**src/core/nor_cmd_defines.vh**
```
`ifndef NOR_CMD_DEFINES_VH
`define NOR_CMD_DEFINES_VH

// Host clock
`define CLK_NS 25

// Strobe timing in ns and derived cycle counts (least times round up)
`define T_PULSE_NS 35
`define T_HIGH_NS 30
`define T_ACC_NS 100
`define PULSE_CYC ((`T_PULSE_NS + `CLK_NS - 1) / `CLK_NS)
`define HIGH_CYC ((`T_HIGH_NS + `CLK_NS - 1) / `CLK_NS)
`define ACC_CYC ((`T_ACC_NS + `CLK_NS - 1) / `CLK_NS)
`define SYNC_CYC 2

// User operation codes
`define OP_READ 5'h00
`define OP_RESET 5'h01
`define OP_AUTOSEL 5'h02
`define OP_CFI 5'h03
`define OP_PROGRAM 5'h04
`define OP_BUFFER 5'h05
`define OP_ABORT 5'h06
`define OP_BYP_ENTER 5'h07
`define OP_BYP_PROG 5'h08
`define OP_BYP_SECT 5'h09
`define OP_BYP_CHIP 5'h0a
`define OP_BYP_EXIT 5'h0b
`define OP_CHIP_ERASE 5'h0c
`define OP_SECT_ERASE 5'h0d
`define OP_SUSPEND 5'h0e
`define OP_RESUME 5'h0f
`define OP_SEC_ENTRY 5'h10
`define OP_SEC_EXIT 5'h11

// Step kinds
`define K_CONST 3'h0
`define K_SA 3'h1
`define K_USER 3'h2
`define K_COUNT 3'h3
`define K_WORDS 3'h4
`define K_READ 3'h5

// Command addresses
`define A_UNL1 12'h555
`define A_UNL2 12'h2aa
`define A_CFI 12'h055
`define A_ZERO 12'h000

// Command data
`define D_UNL1 8'haa
`define D_UNL2 8'h55
`define D_RESET 8'hf0
`define D_AUTOSEL 8'h90
`define D_CFI 8'h98
`define D_PROGRAM 8'ha0
`define D_BUF_LOAD 8'h25
`define D_BUF_CONFIRM 8'h29
`define D_BYPASS 8'h20
`define D_ERASE 8'h80
`define D_SECT 8'h30
`define D_CHIP 8'h10
`define D_EXIT 8'h00
`define D_SUSPEND 8'hb0
`define D_RESUME 8'h30
`define D_SECURED 8'h88

`endif

```
**src/core/nor_flash_command_decoder.v**
```verilog
`timescale 1ns/10ps
`include "nor_cmd_defines.vh"

module nor_flash_command_decoder
#(
	parameter ADDR_W = 24,
	parameter BUF_WORDS = 32,
	parameter CNT_W = 6
)
(
	input wire clk_in,
	input wire reset_n_in,
	input wire cmd_valid_in,
	input wire [4:0] cmd_op_in,
	input wire [ADDR_W-1:0] cmd_addr_in,
	input wire [15:0] cmd_data_in,
	input wire [CNT_W-1:0] cmd_count_in,
	output reg cmd_ready_out,
	input wire word_valid_in,
	input wire [ADDR_W-1:0] word_addr_in,
	input wire [15:0] word_data_in,
	output reg word_ready_out,
	output reg rsp_valid_out,
	output reg rsp_error_out,
	output reg [15:0] rsp_data_out,
	output reg bypass_mode_out,
	output wire [ADDR_W-1:0] flash_addr_out,
	output wire [15:0] flash_dq_out,
	output wire flash_dq_oe_out,
	input wire [15:0] flash_dq_in,
	output wire flash_ce_n_out,
	output wire flash_we_n_out,
	output wire flash_oe_n_out
);

	localparam S_IDLE = 2'd0;
	localparam S_ISSUE = 2'd1;
	localparam S_WORD = 2'd2;
	localparam S_BUSY = 2'd3;

	reg [1:0] state_q;
	reg [4:0] op_q;
	reg [2:0] step_q;
	reg [ADDR_W-1:0] addr_q;
	reg [15:0] data_q;
	reg [CNT_W-1:0] count_q;
	reg [CNT_W-1:0] left_q;
	reg start_q;
	reg write_q;
	reg [ADDR_W-1:0] bus_addr_q;
	reg [15:0] bus_data_q;

	wire [2:0] kind;
	wire [11:0] c_addr;
	wire [7:0] c_data;
	wire last;
	wire bus_done;
	wire [15:0] bus_rd;
	// Buffer count limits and the count-minus-one word
	wire [31:0] count_wide = {{(32-CNT_W){1'b0}}, cmd_count_in};
	wire count_ok = (cmd_count_in != {CNT_W{1'b0}}) && (count_wide <= BUF_WORDS);
	wire [CNT_W-1:0] count_m1 = count_q - {{(CNT_W-1){1'b0}}, 1'b1};
	wire finish = (state_q == S_BUSY) && bus_done && last;

	reg autosel_q;
	reg legal;
	reg [ADDR_W-1:0] nxt_addr;
	reg [15:0] nxt_data;

	nor_seq_step nor_seq_step_inst
	(
		.op_in(op_q),
		.step_in(step_q),
		.kind_out(kind),
		.addr_out(c_addr),
		.data_out(c_data),
		.last_out(last)
	);

	nor_bus_cycle #(.ADDR_W(ADDR_W)) nor_bus_cycle_inst
	(
		.clk_in(clk_in),
		.reset_n_in(reset_n_in),
		.start_in(start_q),
		.write_in(write_q),
		.addr_in(bus_addr_q),
		.data_in(bus_data_q),
		.done_out(bus_done),
		.rd_data_out(bus_rd),
		.flash_addr_out(flash_addr_out),
		.flash_dq_out(flash_dq_out),
		.flash_dq_oe_out(flash_dq_oe_out),
		.flash_dq_in(flash_dq_in),
		.flash_ce_n_out(flash_ce_n_out),
		.flash_we_n_out(flash_we_n_out),
		.flash_oe_n_out(flash_oe_n_out)
	);

	// Only sequences valid in the current mode are started
	always @*
	begin
		legal = 1'b0;
		case (cmd_op_in)
			`OP_READ:
				legal = !autosel_q;
			`OP_RESET, `OP_ABORT, `OP_SUSPEND, `OP_RESUME:
				legal = 1'b1;
			`OP_BYP_PROG, `OP_BYP_SECT, `OP_BYP_CHIP, `OP_BYP_EXIT:
				legal = bypass_mode_out;
			`OP_BUFFER:
				legal = !bypass_mode_out && count_ok;
			`OP_AUTOSEL, `OP_CFI, `OP_PROGRAM, `OP_BYP_ENTER:
				legal = !bypass_mode_out;
			`OP_CHIP_ERASE, `OP_SECT_ERASE, `OP_SEC_ENTRY, `OP_SEC_EXIT:
				legal = !bypass_mode_out;
			default:
				legal = 1'b0;
		endcase
	end

	// Command cycles drive zero on ignored high address bits and upper data byte
	always @*
	begin
		nxt_addr = {{(ADDR_W-12){1'b0}}, c_addr};
		nxt_data = {8'h00, c_data};
		case (kind)
			`K_SA:
				nxt_addr = addr_q;
			`K_USER:
			begin
				nxt_addr = addr_q;
				nxt_data = data_q;
			end
			`K_COUNT:
			begin
				nxt_addr = addr_q;
				nxt_data = {{(16-CNT_W){1'b0}}, count_m1};
			end
			`K_READ:
				nxt_addr = addr_q;
			default:
			begin
				nxt_addr = {{(ADDR_W-12){1'b0}}, c_addr};
				nxt_data = {8'h00, c_data};
			end
		endcase
	end

	always @(posedge clk_in)
	begin
		if (!reset_n_in)
		begin
			state_q <= S_IDLE;
			op_q <= `OP_READ;
			step_q <= 3'd0;
			addr_q <= {ADDR_W{1'b0}};
			data_q <= 16'h0000;
			count_q <= {CNT_W{1'b0}};
			left_q <= {CNT_W{1'b0}};
			start_q <= 1'b0;
			write_q <= 1'b0;
			bus_addr_q <= {ADDR_W{1'b0}};
			bus_data_q <= 16'h0000;
			cmd_ready_out <= 1'b0;
			word_ready_out <= 1'b0;
			rsp_valid_out <= 1'b0;
			rsp_error_out <= 1'b0;
			rsp_data_out <= 16'h0000;
		end
		else
		begin
			rsp_valid_out <= 1'b0;
			start_q <= 1'b0;
			case (state_q)
				S_IDLE:
				begin
					cmd_ready_out <= 1'b1;
					if (cmd_valid_in && cmd_ready_out)
					begin
						op_q <= cmd_op_in;
						addr_q <= cmd_addr_in;
						data_q <= cmd_data_in;
						count_q <= cmd_count_in;
						left_q <= cmd_count_in;
						step_q <= 3'd0;
						if (legal)
						begin
							// Every operation is one stored sequence of bus cycles
							cmd_ready_out <= 1'b0;
							state_q <= S_ISSUE;
						end
						else
						begin
							rsp_valid_out <= 1'b1;
							rsp_error_out <= 1'b1;
						end
					end
				end
				S_ISSUE:
				if (kind == `K_WORDS)
				begin
					if (left_q == {CNT_W{1'b0}})
						step_q <= step_q + 3'd1;
					else
					begin
						word_ready_out <= 1'b1;
						state_q <= S_WORD;
					end
				end
				else
				begin
					start_q <= 1'b1;
					write_q <= (kind != `K_READ);
					bus_addr_q <= nxt_addr;
					bus_data_q <= nxt_data;
					state_q <= S_BUSY;
				end
				S_WORD:
				if (word_valid_in)
				begin
					word_ready_out <= 1'b0;
					start_q <= 1'b1;
					write_q <= 1'b1;
					bus_addr_q <= word_addr_in;
					bus_data_q <= word_data_in;
					left_q <= left_q - {{(CNT_W-1){1'b0}}, 1'b1};
					state_q <= S_BUSY;
				end
				S_BUSY:
				if (bus_done)
				begin
					if (last)
					begin
						rsp_valid_out <= 1'b1;
						rsp_error_out <= 1'b0;
						rsp_data_out <= bus_rd;
						state_q <= S_IDLE;
					end
					else
					begin
						if (kind != `K_WORDS)
							step_q <= step_q + 3'd1;
						state_q <= S_ISSUE;
					end
				end
				default:
					state_q <= S_IDLE;
			endcase
		end
	end

	// Mode flags follow the mode the flash is left in by bypass enter/exit, autoselect and reset only
	always @(posedge clk_in)
	begin
		if (!reset_n_in)
		begin
			bypass_mode_out <= 1'b0;
			autosel_q <= 1'b0;
		end
		else if (finish)
		begin
			if (op_q == `OP_BYP_ENTER)
				bypass_mode_out <= 1'b1;
			if (op_q == `OP_BYP_EXIT)
				bypass_mode_out <= 1'b0;
			// The flash answers ID words, not array data, until a reset
			if (op_q == `OP_AUTOSEL)
				autosel_q <= 1'b1;
			if (op_q == `OP_RESET)
				autosel_q <= 1'b0;
		end
	end

endmodule

```
**src/core/nor_seq_step.v**
```verilog
`timescale 1ns/10ps
`include "nor_cmd_defines.vh"

module nor_seq_step
(
	input wire [4:0] op_in,
	input wire [2:0] step_in,
	output reg [2:0] kind_out,
	output reg [11:0] addr_out,
	output reg [7:0] data_out,
	output reg last_out
);

	reg prefix;
	reg [2:0] s;

	always @*
	begin
		kind_out = `K_CONST;
		addr_out = `A_UNL1;
		data_out = `D_UNL1;
		last_out = 1'b0;
		prefix = (op_in == `OP_AUTOSEL) || (op_in == `OP_PROGRAM) || (op_in == `OP_BUFFER) ||
			(op_in == `OP_ABORT) || (op_in == `OP_BYP_ENTER) || (op_in == `OP_CHIP_ERASE) ||
			(op_in == `OP_SECT_ERASE) || (op_in == `OP_SEC_ENTRY) || (op_in == `OP_SEC_EXIT);
		s = prefix ? step_in - 3'd2 : step_in;
		if (prefix && step_in == 3'd1)
		begin
			addr_out = `A_UNL2;
			data_out = `D_UNL2;
		end
		else if (!(prefix && step_in == 3'd0))
		begin
			case (op_in)
				`OP_READ:
				begin
					kind_out = `K_READ;
					last_out = 1'b1;
				end
				`OP_RESET:
				begin
					data_out = `D_RESET;
					last_out = 1'b1;
				end
				`OP_AUTOSEL:
				begin
					data_out = `D_AUTOSEL;
					if (s == 3'd1)
					begin
						kind_out = `K_READ;
						last_out = 1'b1;
					end
				end
				`OP_CFI:
				begin
					addr_out = `A_CFI;
					data_out = `D_CFI;
					last_out = 1'b1;
				end
				`OP_PROGRAM:
				begin
					data_out = `D_PROGRAM;
					if (s == 3'd1)
					begin
						kind_out = `K_USER;
						last_out = 1'b1;
					end
				end
				`OP_BUFFER:
				begin
					kind_out = (s == 3'd1) ? `K_COUNT : (s == 3'd2) ? `K_WORDS : `K_SA;
					data_out = (s == 3'd3) ? `D_BUF_CONFIRM : `D_BUF_LOAD;
					last_out = (s == 3'd3);
				end
				`OP_ABORT:
				begin
					data_out = `D_RESET;
					last_out = 1'b1;
				end
				`OP_BYP_ENTER:
				begin
					data_out = `D_BYPASS;
					last_out = 1'b1;
				end
				`OP_BYP_PROG:
				begin
					data_out = `D_PROGRAM;
					if (s == 3'd1)
					begin
						kind_out = `K_USER;
						last_out = 1'b1;
					end
				end
				`OP_BYP_SECT, `OP_BYP_CHIP:
				begin
					data_out = `D_ERASE;
					if (s == 3'd1)
					begin
						kind_out = (op_in == `OP_BYP_SECT) ? `K_SA : `K_CONST;
						data_out = (op_in == `OP_BYP_SECT) ? `D_SECT : `D_CHIP;
						last_out = 1'b1;
					end
				end
				`OP_BYP_EXIT:
				begin
					data_out = (s == 3'd1) ? `D_EXIT : `D_AUTOSEL;
					last_out = (s == 3'd1);
				end
				`OP_CHIP_ERASE, `OP_SECT_ERASE:
				begin
					// Erase setup, second unlock pair, then the erase target
					addr_out = (s == 3'd2) ? `A_UNL2 : `A_UNL1;
					data_out = (s == 3'd0) ? `D_ERASE : (s == 3'd1) ? `D_UNL1 : (s == 3'd2) ? `D_UNL2 :
						(op_in == `OP_SECT_ERASE) ? `D_SECT : `D_CHIP;
					if (s == 3'd3)
					begin
						kind_out = (op_in == `OP_SECT_ERASE) ? `K_SA : `K_CONST;
						last_out = 1'b1;
					end
				end
				`OP_SUSPEND:
				begin
					data_out = `D_SUSPEND;
					last_out = 1'b1;
				end
				`OP_RESUME:
				begin
					data_out = `D_RESUME;
					last_out = 1'b1;
				end
				`OP_SEC_ENTRY:
				begin
					data_out = `D_SECURED;
					last_out = 1'b1;
				end
				`OP_SEC_EXIT:
				begin
					addr_out = (s == 3'd1) ? `A_ZERO : `A_UNL1;
					data_out = (s == 3'd1) ? `D_EXIT : `D_AUTOSEL;
					last_out = (s == 3'd1);
				end
				default:
				begin
					data_out = `D_RESET;
					last_out = 1'b1;
				end
			endcase
		end
	end

endmodule

```
**src/core/nor_bus_cycle.v**
```verilog
`timescale 1ns/10ps
`include "nor_cmd_defines.vh"

module nor_bus_cycle
#(
	parameter ADDR_W = 24
)
(
	input wire clk_in,
	input wire reset_n_in,
	input wire start_in,
	input wire write_in,
	input wire [ADDR_W-1:0] addr_in,
	input wire [15:0] data_in,
	output reg done_out,
	output reg [15:0] rd_data_out,
	output reg [ADDR_W-1:0] flash_addr_out,
	output reg [15:0] flash_dq_out,
	output reg flash_dq_oe_out,
	input wire [15:0] flash_dq_in,
	output reg flash_ce_n_out,
	output reg flash_we_n_out,
	output reg flash_oe_n_out
);

	localparam P_IDLE = 3'd0;
	localparam P_SETUP = 3'd1;
	localparam P_PULSE = 3'd2;
	localparam P_HOLD = 3'd3;
	localparam P_RECOV = 3'd4;
	localparam integer PULSE_LOAD_I = `PULSE_CYC - 1;
	localparam integer READ_LOAD_I = `ACC_CYC + `SYNC_CYC - 1;
	localparam integer RECOV_LOAD_I = `HIGH_CYC - 1;
	localparam [7:0] PULSE_LOAD = PULSE_LOAD_I[7:0];
	localparam [7:0] READ_LOAD = READ_LOAD_I[7:0];
	localparam [7:0] RECOV_LOAD = RECOV_LOAD_I[7:0];

	reg [2:0] phase_q;
	reg [7:0] cnt_q;
	reg wr_q;
	reg [15:0] dq_meta_q;
	reg [15:0] dq_sync_q;

	always @(posedge clk_in)
	begin
		dq_meta_q <= flash_dq_in;
		dq_sync_q <= dq_meta_q;
	end

	always @(posedge clk_in)
	begin
		if (!reset_n_in)
		begin
			phase_q <= P_IDLE;
			cnt_q <= 8'h00;
			wr_q <= 1'b0;
			done_out <= 1'b0;
			rd_data_out <= 16'h0000;
			flash_addr_out <= {ADDR_W{1'b0}};
			flash_dq_out <= 16'h0000;
			flash_dq_oe_out <= 1'b0;
			flash_ce_n_out <= 1'b1;
			flash_we_n_out <= 1'b1;
			flash_oe_n_out <= 1'b1;
		end
		else
		begin
			done_out <= 1'b0;
			case (phase_q)
				P_IDLE:
				if (start_in)
				begin
					// Chip select falls first so the write strobe is the later falling edge
					wr_q <= write_in;
					flash_addr_out <= addr_in;
					flash_dq_out <= data_in;
					flash_dq_oe_out <= write_in;
					flash_ce_n_out <= 1'b0;
					phase_q <= P_SETUP;
				end
				P_SETUP:
				begin
					flash_we_n_out <= ~wr_q;
					flash_oe_n_out <= wr_q;
					cnt_q <= wr_q ? PULSE_LOAD : READ_LOAD;
					phase_q <= P_PULSE;
				end
				P_PULSE:
				if (cnt_q != 8'h00)
					cnt_q <= cnt_q - 8'h01;
				else
				begin
					// Write strobe rises before chip select, so data latches on it
					flash_we_n_out <= 1'b1;
					flash_oe_n_out <= 1'b1;
					if (!wr_q)
						rd_data_out <= dq_sync_q;
					phase_q <= P_HOLD;
				end
				P_HOLD:
				begin
					flash_ce_n_out <= 1'b1;
					flash_dq_oe_out <= 1'b0;
					cnt_q <= RECOV_LOAD;
					phase_q <= P_RECOV;
				end
				P_RECOV:
				if (cnt_q != 8'h00)
					cnt_q <= cnt_q - 8'h01;
				else
				begin
					done_out <= 1'b1;
					phase_q <= P_IDLE;
				end
				default:
					phase_q <= P_IDLE;
			endcase
		end
	end

endmodule

```
**config.mk**
```make
export PLATFORM = sky130hd
export DESIGN_NAME = nor_flash_command_decoder
export DESIGN_NICKNAME = d
export VERILOG_FILES = /design/src/core/nor_flash_command_decoder.v /design/src/core/nor_seq_step.v /design/src/core/nor_bus_cycle.v
export VERILOG_INCLUDE_DIRS = /design/src /design/src/core
export SDC_FILE = /design/constraint.sdc
export NUM_CORES = 1
export LEC_CHECK = 0
export BUFFER_PORTS_ARGS = -buffer_cell sky130_fd_sc_hd__buf_2
export CORE_MARGIN = 8
export CORE_UTILIZATION = 45
export DETAILED_ROUTE_END_ITERATION = 7
export PLACE_DENSITY = 0.69
export SLEW_MARGIN = 20
export SYNTH_ARGS = -nofsm -noshare
export SYNTH_HDL_FRONTEND = slang
export SYNTH_SLANG_ARGS = --single-unit
```
**constraint.sdc**
```tcl
create_clock -name clk_in -period 3 [get_ports clk_in]
set_input_delay 0.15 -clock clk_in [delete_from_list [all_inputs] [get_ports clk_in]]
set_output_delay 0.15 -clock clk_in [all_outputs]
set_load 0.03 [all_outputs]
```
# --- Yosys cells after proc, flatten, opt, wreduce, memory -nomap -nowiden ---
# Cells that the tools add are included.
word_totals:
  ff_bits: 231
  latch_bits: 0
  ram_bits: 0
  romBits: 0
  inputBits: 111
  wordCells: 270
  n_memories: 0
classes:
  n_addsub: 5
  mul: 0
  div: 0
  magnitude_cmp: 1
  eq_ne: 69
  n_shift: 0
  mux: 100
  bitwise: 2
  n_reduce_logical: 62
op_table:
  columns: ["cell", "count"]
  rows:
  - ["$pmux 8 s12", 1]
  - ["$eq 5x4->1 const B", 16]
  - ["$mux 24", 3]
  - ["$mux 8", 8]
  - ["$pmux 16 s2", 2]
  - ["$mux 3", 18]
  - ["$pmux 24 s2", 1]
  - ["$eq 5x3->1 const B", 8]
  - ["$pmux 12 s3", 1]
  - ["$mux 16", 2]
  - ["$mux 1", 31]
  - ["$ne 2x2->1 const B", 13]
  - ["$mux 12", 2]
  - ["$mux 6", 4]
  - ["$pmux 8 s3", 1]
  - ["$mux 11", 2]
  - ["$eq 5x2->1 const B", 4]
  - ["$eq 5x5->1 const B", 4]
  - ["$eq 3x2->1 const B", 6]
  - ["$pmux 1 s2", 9]
  - ["$pmux 3 s6", 1]
  - ["$reduce_and 2->1", 8]
  - ["$pmux 3 s5", 1]
  - ["$reduce_and 3->1", 5]
  - ["38 further kinds", 88]

# --- Depth between registers and ports, before layout ---
# Gate-level depths: netlist of the first run.
logic_depth:
  word_depth: 21
  mapped_depth: 12

# --- By module ---
# A second synthesis of the first run with hierarchy kept.
unflattened:
  hier_cells: 1283
  area_unflattened_um2: 10684.0
modules_own_cells:
  columns: ["module", "instances", "cells_each", "area_each_um2"]
  rows:
  - ["nor_flash_command_decoder", 1, 722, 5955.7]
  - ["nor_bus_cycle", 1, 393, 3641.0]
  - ["nor_seq_step", 1, 168, 1087.3]

# --- Worst setup path after synthesis of the first run ---
# Ideal clock, no wire load.
synth_path:
  kind: "reg2reg"
  from: "register op_q[4]"
  to: "register step_q[2]"
  arrival_time_ps: 2864
  t_required_ps: 2881
  path_slack_ps: 18
  stages_incl_launch_ff: 10
  synth_period_minus_slack_ps: 2982
  cell_sequence: "dfxtp_1 -> buf_2 -> nor4b_4 -> o21bai_1 -> or3_4 -> a2111oi_4 -> mux2_1 -> a2111oi_2 -> a21oi_1 -> o221a_1"
synth_between:
  elab_chain_cells: 19
  elab_cells_between_ends: 55
synth_rtl:
  columns: ["element", "line_no", "text"]
  rows:
  - ["from (decl)", "nor_flash_command_decoder.v:42", "reg [4:0] op_q;"]
  - ["from (signal assigned)", "nor_flash_command_decoder.v:154", "op_q <= `OP_READ;"]
  - ["from (signal assigned)", "nor_flash_command_decoder.v:180", "op_q <= cmd_op_in;"]
  - ["$eq 5x2->1 or $eq 5x3->1 (tied branches)", "nor_seq_step.v:34", "case (op_in)"]
  - ["$logic_or 1x1->1 (8 in series)", "nor_seq_step.v:23", "prefix = (op_in == `OP_AUTOSEL) || (op_in == `OP_PROGRAM) || (op_in == `OP_BUFFER) ||"]
  - ["$mux 3", "nor_seq_step.v:26", "s = prefix ? step_in - 3'd2 : step_in;"]
  - ["$eq 3x2->1", "nor_seq_step.v:71", "kind_out = (s == 3'd1) ? `K_COUNT : (s == 3'd2) ? `K_WORDS : `K_SA;"]
  - ["$mux 3 (no line) (2 in series)", null, null]
  - ["$pmux 3 s6", "nor_seq_step.v:34", null]
  - ["$mux 3", "nor_seq_step.v:32", "else if (!(prefix && step_in == 3'd0))"]
  - ["$mux 3", "nor_seq_step.v:27", "if (prefix && step_in == 3'd1)"]
  - ["$ne 3x3->1 (no line) or $eq 3x3->1 (tied branches)", null, null]
  - ["$ne 2x1->1 (no line) or $ne 2x2->1 (tied branches)", null, null]
  - ["$reduce_and 7->1 (no line) *", null, null]
  - ["to (signal assigned)", "nor_flash_command_decoder.v:203", "step_q <= step_q + 3'd1;"]
  - ["to (signal assigned)", "nor_flash_command_decoder.v:242", "step_q <= step_q + 3'd1;"]
  - ["to (decl)", "nor_flash_command_decoder.v:43", "reg [2:0] step_q;"]
# Every way passes the cells marked *; elsewhere a longest branch is shown, timed or not.
# A chain may end at the register's enable or synchronous reset.

# --- Worst setup path after layout of the first run ---
layout_path:
  from: "register op_q[2]"
  to: "register bus_addr_q[12]"
layout_between:
  elab_chain_cells: 21
  elab_cells_between_ends: 52
layout_rtl:
  columns: ["element", "line_no", "text"]
  rows:
  - ["$eq 5x2->1 or $eq 5x3->1 (tied branches)", "nor_seq_step.v:34", null]
  - ["$logic_or 1x1->1 (8 in series)", "nor_seq_step.v:23", null]
  - ["$mux 3", "nor_seq_step.v:26", null]
  - ["$eq 3x2->1", "nor_seq_step.v:71", null]
  - ["$mux 3 (no line) (2 in series)", null, null]
  - ["$pmux 3 s6", "nor_seq_step.v:34", null]
  - ["$mux 3", "nor_seq_step.v:32", null]
  - ["$mux 3 *", "nor_seq_step.v:27", null]
  - ["$eq 3x3->1 (tied with other cells)", "nor_flash_command_decoder.v:126", "case (kind)"]
  - ["$reduce_or 4->1 (no line)", null, null]
  - ["$mux 24", "nor_flash_command_decoder.v:126", null]
  - ["$mux 24", "nor_flash_command_decoder.v:200", "if (kind == `K_WORDS)"]
  - ["$pmux 24 s2", "nor_flash_command_decoder.v:174", "case (state_q)"]
  - ["to (signal assigned)", "nor_flash_command_decoder.v:162", "bus_addr_q <= {ADDR_W{1'b0}};"]
  - ["to (signal assigned)", "nor_flash_command_decoder.v:214", "bus_addr_q <= nxt_addr;"]
  - ["to (signal assigned)", "nor_flash_command_decoder.v:224", "bus_addr_q <= word_addr_in;"]
  - ["to (decl)", "nor_flash_command_decoder.v:50", "reg [ADDR_W-1:0] bus_addr_q;"]
# Every way passes the cells marked *; elsewhere a longest branch is shown, timed or not. The select of a mux whose other input is x is not followed.

==> results.md, run 1 <==
Pwr:
- For this design the ratio of total power to cell area is 704 nW/um^2.
- Of the total power, combinational logic draws 0.270.
- VDD sags by at most ~0.46 mV.
- The sequential group share of total power is 0.384.
- The portion of total power attributed to the clock network is 0.345.
- Summed over all cells, the static leakage comes to 0.00543 uW.
- The internal power component is approximately 6500 uW.
- The analysis attributes to net switching a power of approximately 3000 uW.
- Of the total power, the share spent switching nets is 0.316.

Finish:
- Across the whole layout, storage elements account for between 4000 and 5000 sq um.
- Of the cells placed in the final design, the portion with a size suffix greater than 1 is 0.210.
- Summing all non-filler instances in the final layout gives an area of 13,500 sq um.
- From synthesis to final layout, the design area changed by 31.6%.
- At the end of the flow the core is filled with cells to 0.601.
- The final layout contains 1,594 nets.
- The filler-free cell count of the finished design is ~1,800.
- In the final layout, the multi-input gates occupy between 5000 and 6000 sq um.
- The filler cell count in the final layout is a little under 2,000.

Outcome:
- The run finished with clean final reports.

STA:
- For this run, the top clock speed supported by timing is about 0.35 GHz.
- The total of endpoints with negative setup slack in the final report is 0.
- Setup slack closes at 0.137 ns.
- The worst pin sits at a relative slew slack of 0.350.
- The post-layout minimum cycle time is ~2.9 ns.
- Setup repair after global routing could not meet its margin everywhere.
- The post-route worst hold slack is approximately 0.017 ns.
- Dividing the final minimum period by the clock period gives 0.954.
- The post-route clock skew is between 0.02 and 0.025 ns.
- The number of hold violations in the final report was 0.
- At the pin with the least slew margin, the transition time is between 0.9 and 1 ns.
- The number of pins with negative max-slew slack in the final report was 0.

Drt:
- The routed wire length is 32,000 um.
- The via count is 9,749.
- The DRC marker count from the first detailed-route iteration is roughly 620.
- The number of routed nets with antenna violations is 0.
- The detail-routed via count per cell is roughly 5.5.
- For this run, design rule violations remaining after detail routing come to 0.
- Dividing the detail-routed wire length by the instance count gives roughly 18 um.
- The number of search-and-repair iterations in the first detailed-routing pass is 5.

Run:
- The number of max-cap violations is 0.

Yosys:
- After synthesis, the most frequently instantiated cells are 264 x sky130_fd_sc_hd__nand2_1, 231 x sky130_fd_sc_hd__dfxtp_1, 100 x sky130_fd_sc_hd__a21boi_0.
- The share of flip-flops with an asynchronous set or reset is 0.
- The total of flip-flops plus latches after synthesis is roughly 230.
- The number of distinct standard cells referenced by the synthesized netlist is 80.
- The number of nets in the synthesized netlist is 1,330.
- Each instance of the synthesized netlist takes up on average 8.52 sq um.
- The most instantiated flip-flop cell in the synthesis netlist is sky130_fd_sc_hd__dfxtp_1.
- Of the post-synthesis cell area, the dominant cell type holds 0.450.
- For this run, the number of Yosys warnings is 0.
- The share of the Yosys chip area taken by registers is 0.450.
- Among all cell types in the netlist, the one instantiated most often is sky130_fd_sc_hd__nand2_1.
- The synthesized instance count is around 1,200.
- In this run, synthesis inferred 0 flip-flops with an integrated enable.
- Of all cell types, the one taking the most synthesized area is sky130_fd_sc_hd__dfxtp_1.
- The post-synthesis instance area is 10,300 sq um.
- In the post-synthesis netlist, the biggest area contributors are sky130_fd_sc_hd__dfxtp_1 45%, sky130_fd_sc_hd__nand2_1 9.6%, sky130_fd_sc_hd__a21boi_0 7.3%.

Global routing:
- The total overflow left after global routing is 0.
- The initial antenna violation count is 6.
- The total routing usage reported by global routing is 0.221.
- Entering global routing, the biggest net connects 84 pins.
- The via count of the first global-routing pass is between 9,000 and 10,000.
- The first global-routing pass estimated between 50,000 and 60,000 um of wire.

Placement:
- The HPWL after detailed placement is about 21,000 um.
- After detailed placement, the design holds a cell count of about 1,600.
- Before CTS, the worst setup slack after placement is between 0.06 and 0.07 ns.
- The cell area reported after detailed placement is about 12,000 sq um.
- The final weighted congestion in routability-driven placement is about 0.94.
- Buffers placed on the I/O ports in this run total between 150 and 200.

Die:
- After floorplanning, the core was divided into between 50 and 60 placement rows.
- The standard cell core area is ~23,000 sq um.
- The height of the die is about 170 um.
- The die covers around 28,000 sq um.
- The initial core utilization is 0.457.
- The I/O pin total is between 150 and 200.
- In this run the horizontal extent of the chip is between 150 and 200 um.

CTS:
- For the worst-skew pair, the clock arrives at the later sink with an insertion delay of 0.53 ns.
- The clock transition at the registers of the reported paths is approximately 0.060 ns.
- CTS built an H-tree with a depth of 1.
- The longest clock path from root to sink contains 3 buffers.
- The root buffer selected by CTS is sky130_fd_sc_hd__clkbuf_16.
- The TritonCTS clock tree is done.
- Counting the buffers created by CTS gives 25.
- The number of sinks on the clock net is about 230.

Setup path:
- STA classifies the critical path endpoint as a flop.
- Data arrives at the worst endpoint at between 3 and 4 ns.
- The critical path is of the reg2reg type.
- The data required time at the worst endpoint is about 3.5 ns.
- The type of origin of the critical path is a flop.
- In this run the worst path has a maximum fanout of 13.

Worst hold path:
- The kind of path behind the tightest hold check is in2reg.
layout make-up:
| cell class | count | share of cell area |
|---|---|---|
| Multi-Input combinational cell | 863 | 0.387 |
| Sequential cell | 231 | 0.342 |
| Timing Repair Buffer | 325 | 0.171 |
| Clock buffer | 32 | 0.0504 |
| Tap cell | 285 | 0.0264 |
| Clock inverter | 12 | 0.0147 |
| Inverter | 25 | 0.00694 |
| Antenna cell | 5 | 0.000925 |
critical path, cell delays in order (launching register included):
cell	delay [ns]
sky130_fd_sc_hd__dfxtp_2	0.36
sky130_fd_sc_hd__buf_4	0.18
sky130_fd_sc_hd__or4_1	0.58
sky130_fd_sc_hd__or3_1	0.37
sky130_fd_sc_hd__nor3_1	0.14
sky130_fd_sc_hd__or3_1	0.13
sky130_fd_sc_hd__buf_4	0.17
sky130_fd_sc_hd__o31ai_2	0.11
sky130_fd_sc_hd__a211oi_2	0.33
sky130_fd_sc_hd__buf_12	0.20
sky130_fd_sc_hd__a221oi_1	0.08
sky130_fd_sc_hd__nor2_1	0.12
what timing repair did:
action / in CTS / in global routing
gates resized for setup: 0 / 5
setup buffers: 0 / 1
hold buffers: 95 / 0
endpoints found under the setup margin: 0 / 36
endpoints found under the hold margin: 97 / 0
state kept, by name, indices dropped and copies added (netlist names), 2 cells and up:
name                               cells
nor_bus_cycle_inst.rd_data_out        16
nor_bus_cycle_inst.cnt_q               8
rsp_data_out                          16
count_q                                6
data_q                                16
nor_bus_cycle_inst.phase_q             3
step_q                                 3
nor_bus_cycle_inst.flash_addr_out     24
left_q                                 6
bus_data_q                            16
nor_bus_cycle_inst.dq_sync_q          16
bus_addr_q                            24
nor_bus_cycle_inst.dq_meta_q          16
nor_bus_cycle_inst.flash_dq_out       16
op_q                                   5
addr_q                                24
state_q                                2
kinds of logic after synthesis:
group / after synthesis / share of synthesized area
compound gates: 350 / 0.252
mux: 26 / 0.0258
simple gates: 463 / 0.202
fa+ha+maj: 12 / 0.0146
buf+inv: 113 / 0.0453
flops: 231 / 0.450
xor+xnor: 12 / 0.0102
stage by stage:
step	power (uW)	setup TNS, ns
2_1_floorplan	5350	0
3_3_place_gp	6120	0
3_5_place_dp	6150	0
4_1_cts	9540	0
5_1_grt	10000	-0.00499
6_report	9520	0
worst paths after layout:
check                                                     start                         endpoint  slack [ns]  cells past startpoint
worst max-delay path                                    op_q[2]                   bus_addr_q[12]        0.14                     11
worst min-delay path                            word_addr_in[3]                    bus_addr_q[3]        0.02                      4
worst max register to register                          op_q[2]                   bus_addr_q[12]        0.14                     11
worst min register to register  nor_bus_cycle_inst.dq_meta_q[5]  nor_bus_cycle_inst.dq_sync_q[5]        0.33                      0
routing by layer:
layer  global-route usage  wire, um
met1                0.273     13900
met5                    0        16
met4               0.0928      1360
met2                0.365     14600
met3               0.0494      2140
placed cells by master (no fill, tap or decap), types with 12 or more instances in the layout:
| cell | synthesis | layout |
|---|---|---|
| sky130_fd_sc_hd__clkbuf_16 | 0 | 25 |
| sky130_fd_sc_hd__nor2_1 | 68 | 68 |
| sky130_fd_sc_hd__a21boi_0 | 100 | 100 |
| sky130_fd_sc_hd__dfxtp_1 | 231 | 229 |
| sky130_fd_sc_hd__a21boi_1 | 12 | 12 |
| sky130_fd_sc_hd__buf_2 | 9 | 174 |
| sky130_fd_sc_hd__nor2b_1 | 23 | 22 |
| sky130_fd_sc_hd__nand2b_1 | 12 | 12 |
| sky130_fd_sc_hd__inv_1 | 24 | 24 |
| sky130_fd_sc_hd__o211ai_1 | 12 | 12 |
| sky130_fd_sc_hd__a21oi_1 | 42 | 41 |
| sky130_fd_sc_hd__a31oi_1 | 14 | 14 |
| sky130_fd_sc_hd__nand3_1 | 21 | 19 |
| sky130_fd_sc_hd__or3_1 | 14 | 14 |
| sky130_fd_sc_hd__nand2_1 | 264 | 264 |
| sky130_fd_sc_hd__o21ai_0 | 50 | 50 |
| sky130_fd_sc_hd__buf_4 | 5 | 50 |
| sky130_fd_sc_hd__dlygate4sd3_1 | 0 | 95 |
| sky130_fd_sc_hd__mux2i_1 | 22 | 22 |
power by group through the flow:
stage,Clock (uW),Sequential [uW],Combinational (uW)
6_report,3290,3660,2570
4_1_cts,3340,3660,2540
5_1_grt,3470,3710,2820
3_5_place_dp,0,3720,2430
3_3_place_gp,0,3720,2410
2_1_floorplan,0,3680,1680
Note: power is estimated with default switching activity, not from simulation.
==> inputs of run 2 (changes only) <==
CORE_MARGIN = 2   (was 8)
REMOVE_ABC_BUFFERS = 1   (was unset)
==> results.md, run 2 (synthesis gave the netlist of run 1 again) <==
Drt:
- The detailed router placed between 9,000 and 10,000 vias in this run.
- In the routed design, unresolved DRC markers number 0.
- The DRC marker count from the first detailed-route iteration is between 600 and 700.
- The number of routed nets with antenna violations is 0.
- The post-detailed-route wirelength per cell is between 15 and 20 um.
- The final layout contains routed wiring with a total length of 28,800 um.
- The number of search-and-repair iterations in the first detailed-routing pass is 5.
- The detail-routed via count per cell is around 5.4.

Pwr:
- In this run the power density over the cells is between 600 and 700 nW/um^2.
- The worst supply voltage drop on vdd is 0.533 mV.
- In this run the static leakage power is roughly 0.0054 uW.

Worst hold path:
- The kind of path behind the tightest hold check is in2reg.
- The number of cells on the worst hold path is 4.
- The endpoint of the worst hold-timing path is bus_addr_q[9].
- The startpoint of the most critical hold path is word_addr_in[9].

Global routing:
- The pin count of the biggest net entering global routing is 53.
- The global-route wire length before repair is approximately 47,000 um.
- The via count of the first global-routing pass is around 9,200.
- Across every metal layer, demand over resource in global routing totals 0.234.
- The leftover overflow at the end of global routing is 0.
- The initial antenna violation count came to 0.

STA:
- The number of pins with negative max-slew slack in the final report came to 0.
- Setup repair after global routing left no endpoint under its margin.
- The worst setup margin is about 0.2 ns.
- The measured slew at the worst slew-check pin is 0.776 ns.
- After layout, the minimum clock period comes to roughly 2.8 ns.
- Timing would allow up to approximately 0.36 GHz.
- The total of endpoints with negative setup slack in the final report is 0.
- The number of hold violations in the final report is 0.
- The setup TNS is 0 ns.
- The post-route worst hold slack is roughly 0.0062 ns.
- In the finished design, the share of the clock period the worst path needs comes to 0.932.
- The post-route clock skew is around 0.012 ns.
- The relative max-transition margin is 0.480.

Finish:
- Compared with the post-synthesis result, the final layout area differs by 32.0%.
- Of the cells placed in the final design, the portion with a size suffix greater than 1 is 0.217.
- The library cell used most frequently in the layout, excluding fill and tap cells, is sky130_fd_sc_hd__nand2_1.
- In the final design database the tool counted between 1,500 and 2,000 nets.
- The filler cell count in the final layout is ~1,900.
- Once layout is done, the placed cells without fillers occupy approximately 14,000 sq um.
- In the final layout, the registers with the most flip-flops are addr_q: 24 flops, bus_addr_q: 24 flops, nor_bus_cycle_inst.flash_addr_out: 24 flops.
- In the layout the commonest cells are 264 x sky130_fd_sc_hd__nand2_1, 228 x sky130_fd_sc_hd__dfxtp_1, 174 x sky130_fd_sc_hd__buf_2.
- The repair_antennas step left the layout with diodes totalling 0.

Placement:
- Summing all placed instances gives a cell area of roughly 12,000 sq um.
- The final weighted congestion in routability-driven placement is about 0.93.
- The post-placement setup slack is -0.133 ns.
- During placement, the flow inserted port buffers numbering 175.
- After legalization and detailed placement, the total HPWL measured ~19,000 um.

CTS:
- For this design, the sink count on the clock tree is approximately 230.
- The tree is rooted in a sky130_fd_sc_hd__clkbuf_16.
- In this run, CTS created clock tree buffers numbering 27.
- After clock tree synthesis, the clock-pin slew on the worst setup and hold paths is roughly 0.06 ns.
- The maximum clock insertion buffer count is 3.
- The clock latency at the later pin of the worst-skew pair is about 0.54 ns.
- The TritonCTS clock tree is done.
- In this run the number of H-tree levels came out at 1.

Setup path:
- The largest stage delay on the critical path is around 0.43 ns.
- The worst setup slack for register-to-register paths is between 0.2 and 0.25 ns.
- STA puts the critical path data arrival time at ~3.2 ns.
- The critical path goes through nor2b_1 -> o21a_1 -> or3_4 -> a2111oi_4 -> mux2_1 -> a2111oi_2 -> a21oi_1 -> o221a_1.
- STA classifies the critical path endpoint as a flop.
- The startpoint identified for the worst register-to-register timing path is op_q[1].
- Measured in cells, the most critical reg-to-reg path has a length of 8.
- The peak fanout along the critical path is 8.
- The type of origin of the critical path is a flop.
- The endpoint of the most critical register-to-register path is step_q[2].
- The data required time at the worst endpoint is about 3.4 ns.
- Among all stages on the critical path, the largest delay is contributed by sky130_fd_sc_hd__or3_4.
- The critical path class is reg2reg.

Die:
- The I/O pin total is around 180.
- The standard-cell row count is 55.
- The die covers 24,100 sq um.
- In this run the vertical extent of the chip is about 160 um.
- The standard cell core area is between 20,000 and 25,000 sq um.
- Measured along the x axis, the die boundary spans between 150 and 200 um.
- For this configuration, the core starts out at a cell density of 0.457.

Outcome:
- The run finished with clean final reports.

Run:
- The number of max-cap violations is 0.
-- run 2: worst max-delay path, delay by kind of cell, from the launching register on --
| kind | cells | cell delay [ns] |
|---|---|---|
| compound gates | 5 | 1.36 |
| simple gates | 2 | 0.60 |
| mux | 1 | 0.38 |
| flops | 1 | 0.36 |
-- run 2: power breakdown --
| group | leakage [uW] | total, uW | switching (uW) | internal, uW |
|---|---|---|---|---|
| Clock | 0.000428 | 3180 | 1330 | 1860 |
| Combinational | 0.00313 | 2590 | 1530 | 1060 |
| Sequential | 0.00189 | 3650 | 223 | 3430 |
| Total | 0.00545 | 9430 | 3080 | 6350 |
-- run 2: worst max-delay path by stage --
stage	startpoint	to	slack, ns	cells after the start
after floorplan	state_q[0]	bus_addr_q[1]	-1.53	7
after global placement	op_q[2]	bus_addr_q[9]	0.03	9
after detailed placement	op_q[1]	bus_addr_q[7]	-0.13	9
after CTS	op_q[2]	bus_addr_q[4]	0.03	9
after global routing	op_q[1]	bypass_mode_out	0.06	9
final	op_q[1]	step_q[2]	0.20	8
-- run 2: layout make-up --
cell class	count	area, sq um	share of cell area
tap	285	357	0.0263
clock inverter	15	129	0.00950
inverter	25	93.8	0.00692
multi-input combinational	864	5270	0.389
timing repair buffer	330	2340	0.173
clock buffer	35	746	0.0550
sequential	231	4630	0.341
-- run 2: per-stage QoR --
stage                     total power, uW  std cells   util
after floorplan                      5210       1119      -
after global placement               6030       1630  0.516
after detailed placement             6070       1630  0.516
after CTS                            9390       1780  0.599
after global routing                 9920       1785  0.603
final                                9430       1785  0.603
-- run 2: per-layer routing --
metal,up-vias,routed length (um),global-route usage
met5,-,0,0
met4,0,731,0.0767
met3,63,1760,0.0343
met2,338,13100,0.377
met1,4425,13200,0.323
li1,4785,-,-
-- run 2: repair_timing --
item / 4_1_cts / 5_1_grt
gates cloned: 1 / 0
resized for setup: 1 / 12
setup endpoints to repair: 6 / 37
pin swaps: 1 / 2
hold buffers: 99 / 0
setup buffers: 0 / 5
endpoints found under the hold margin: 100 / 0
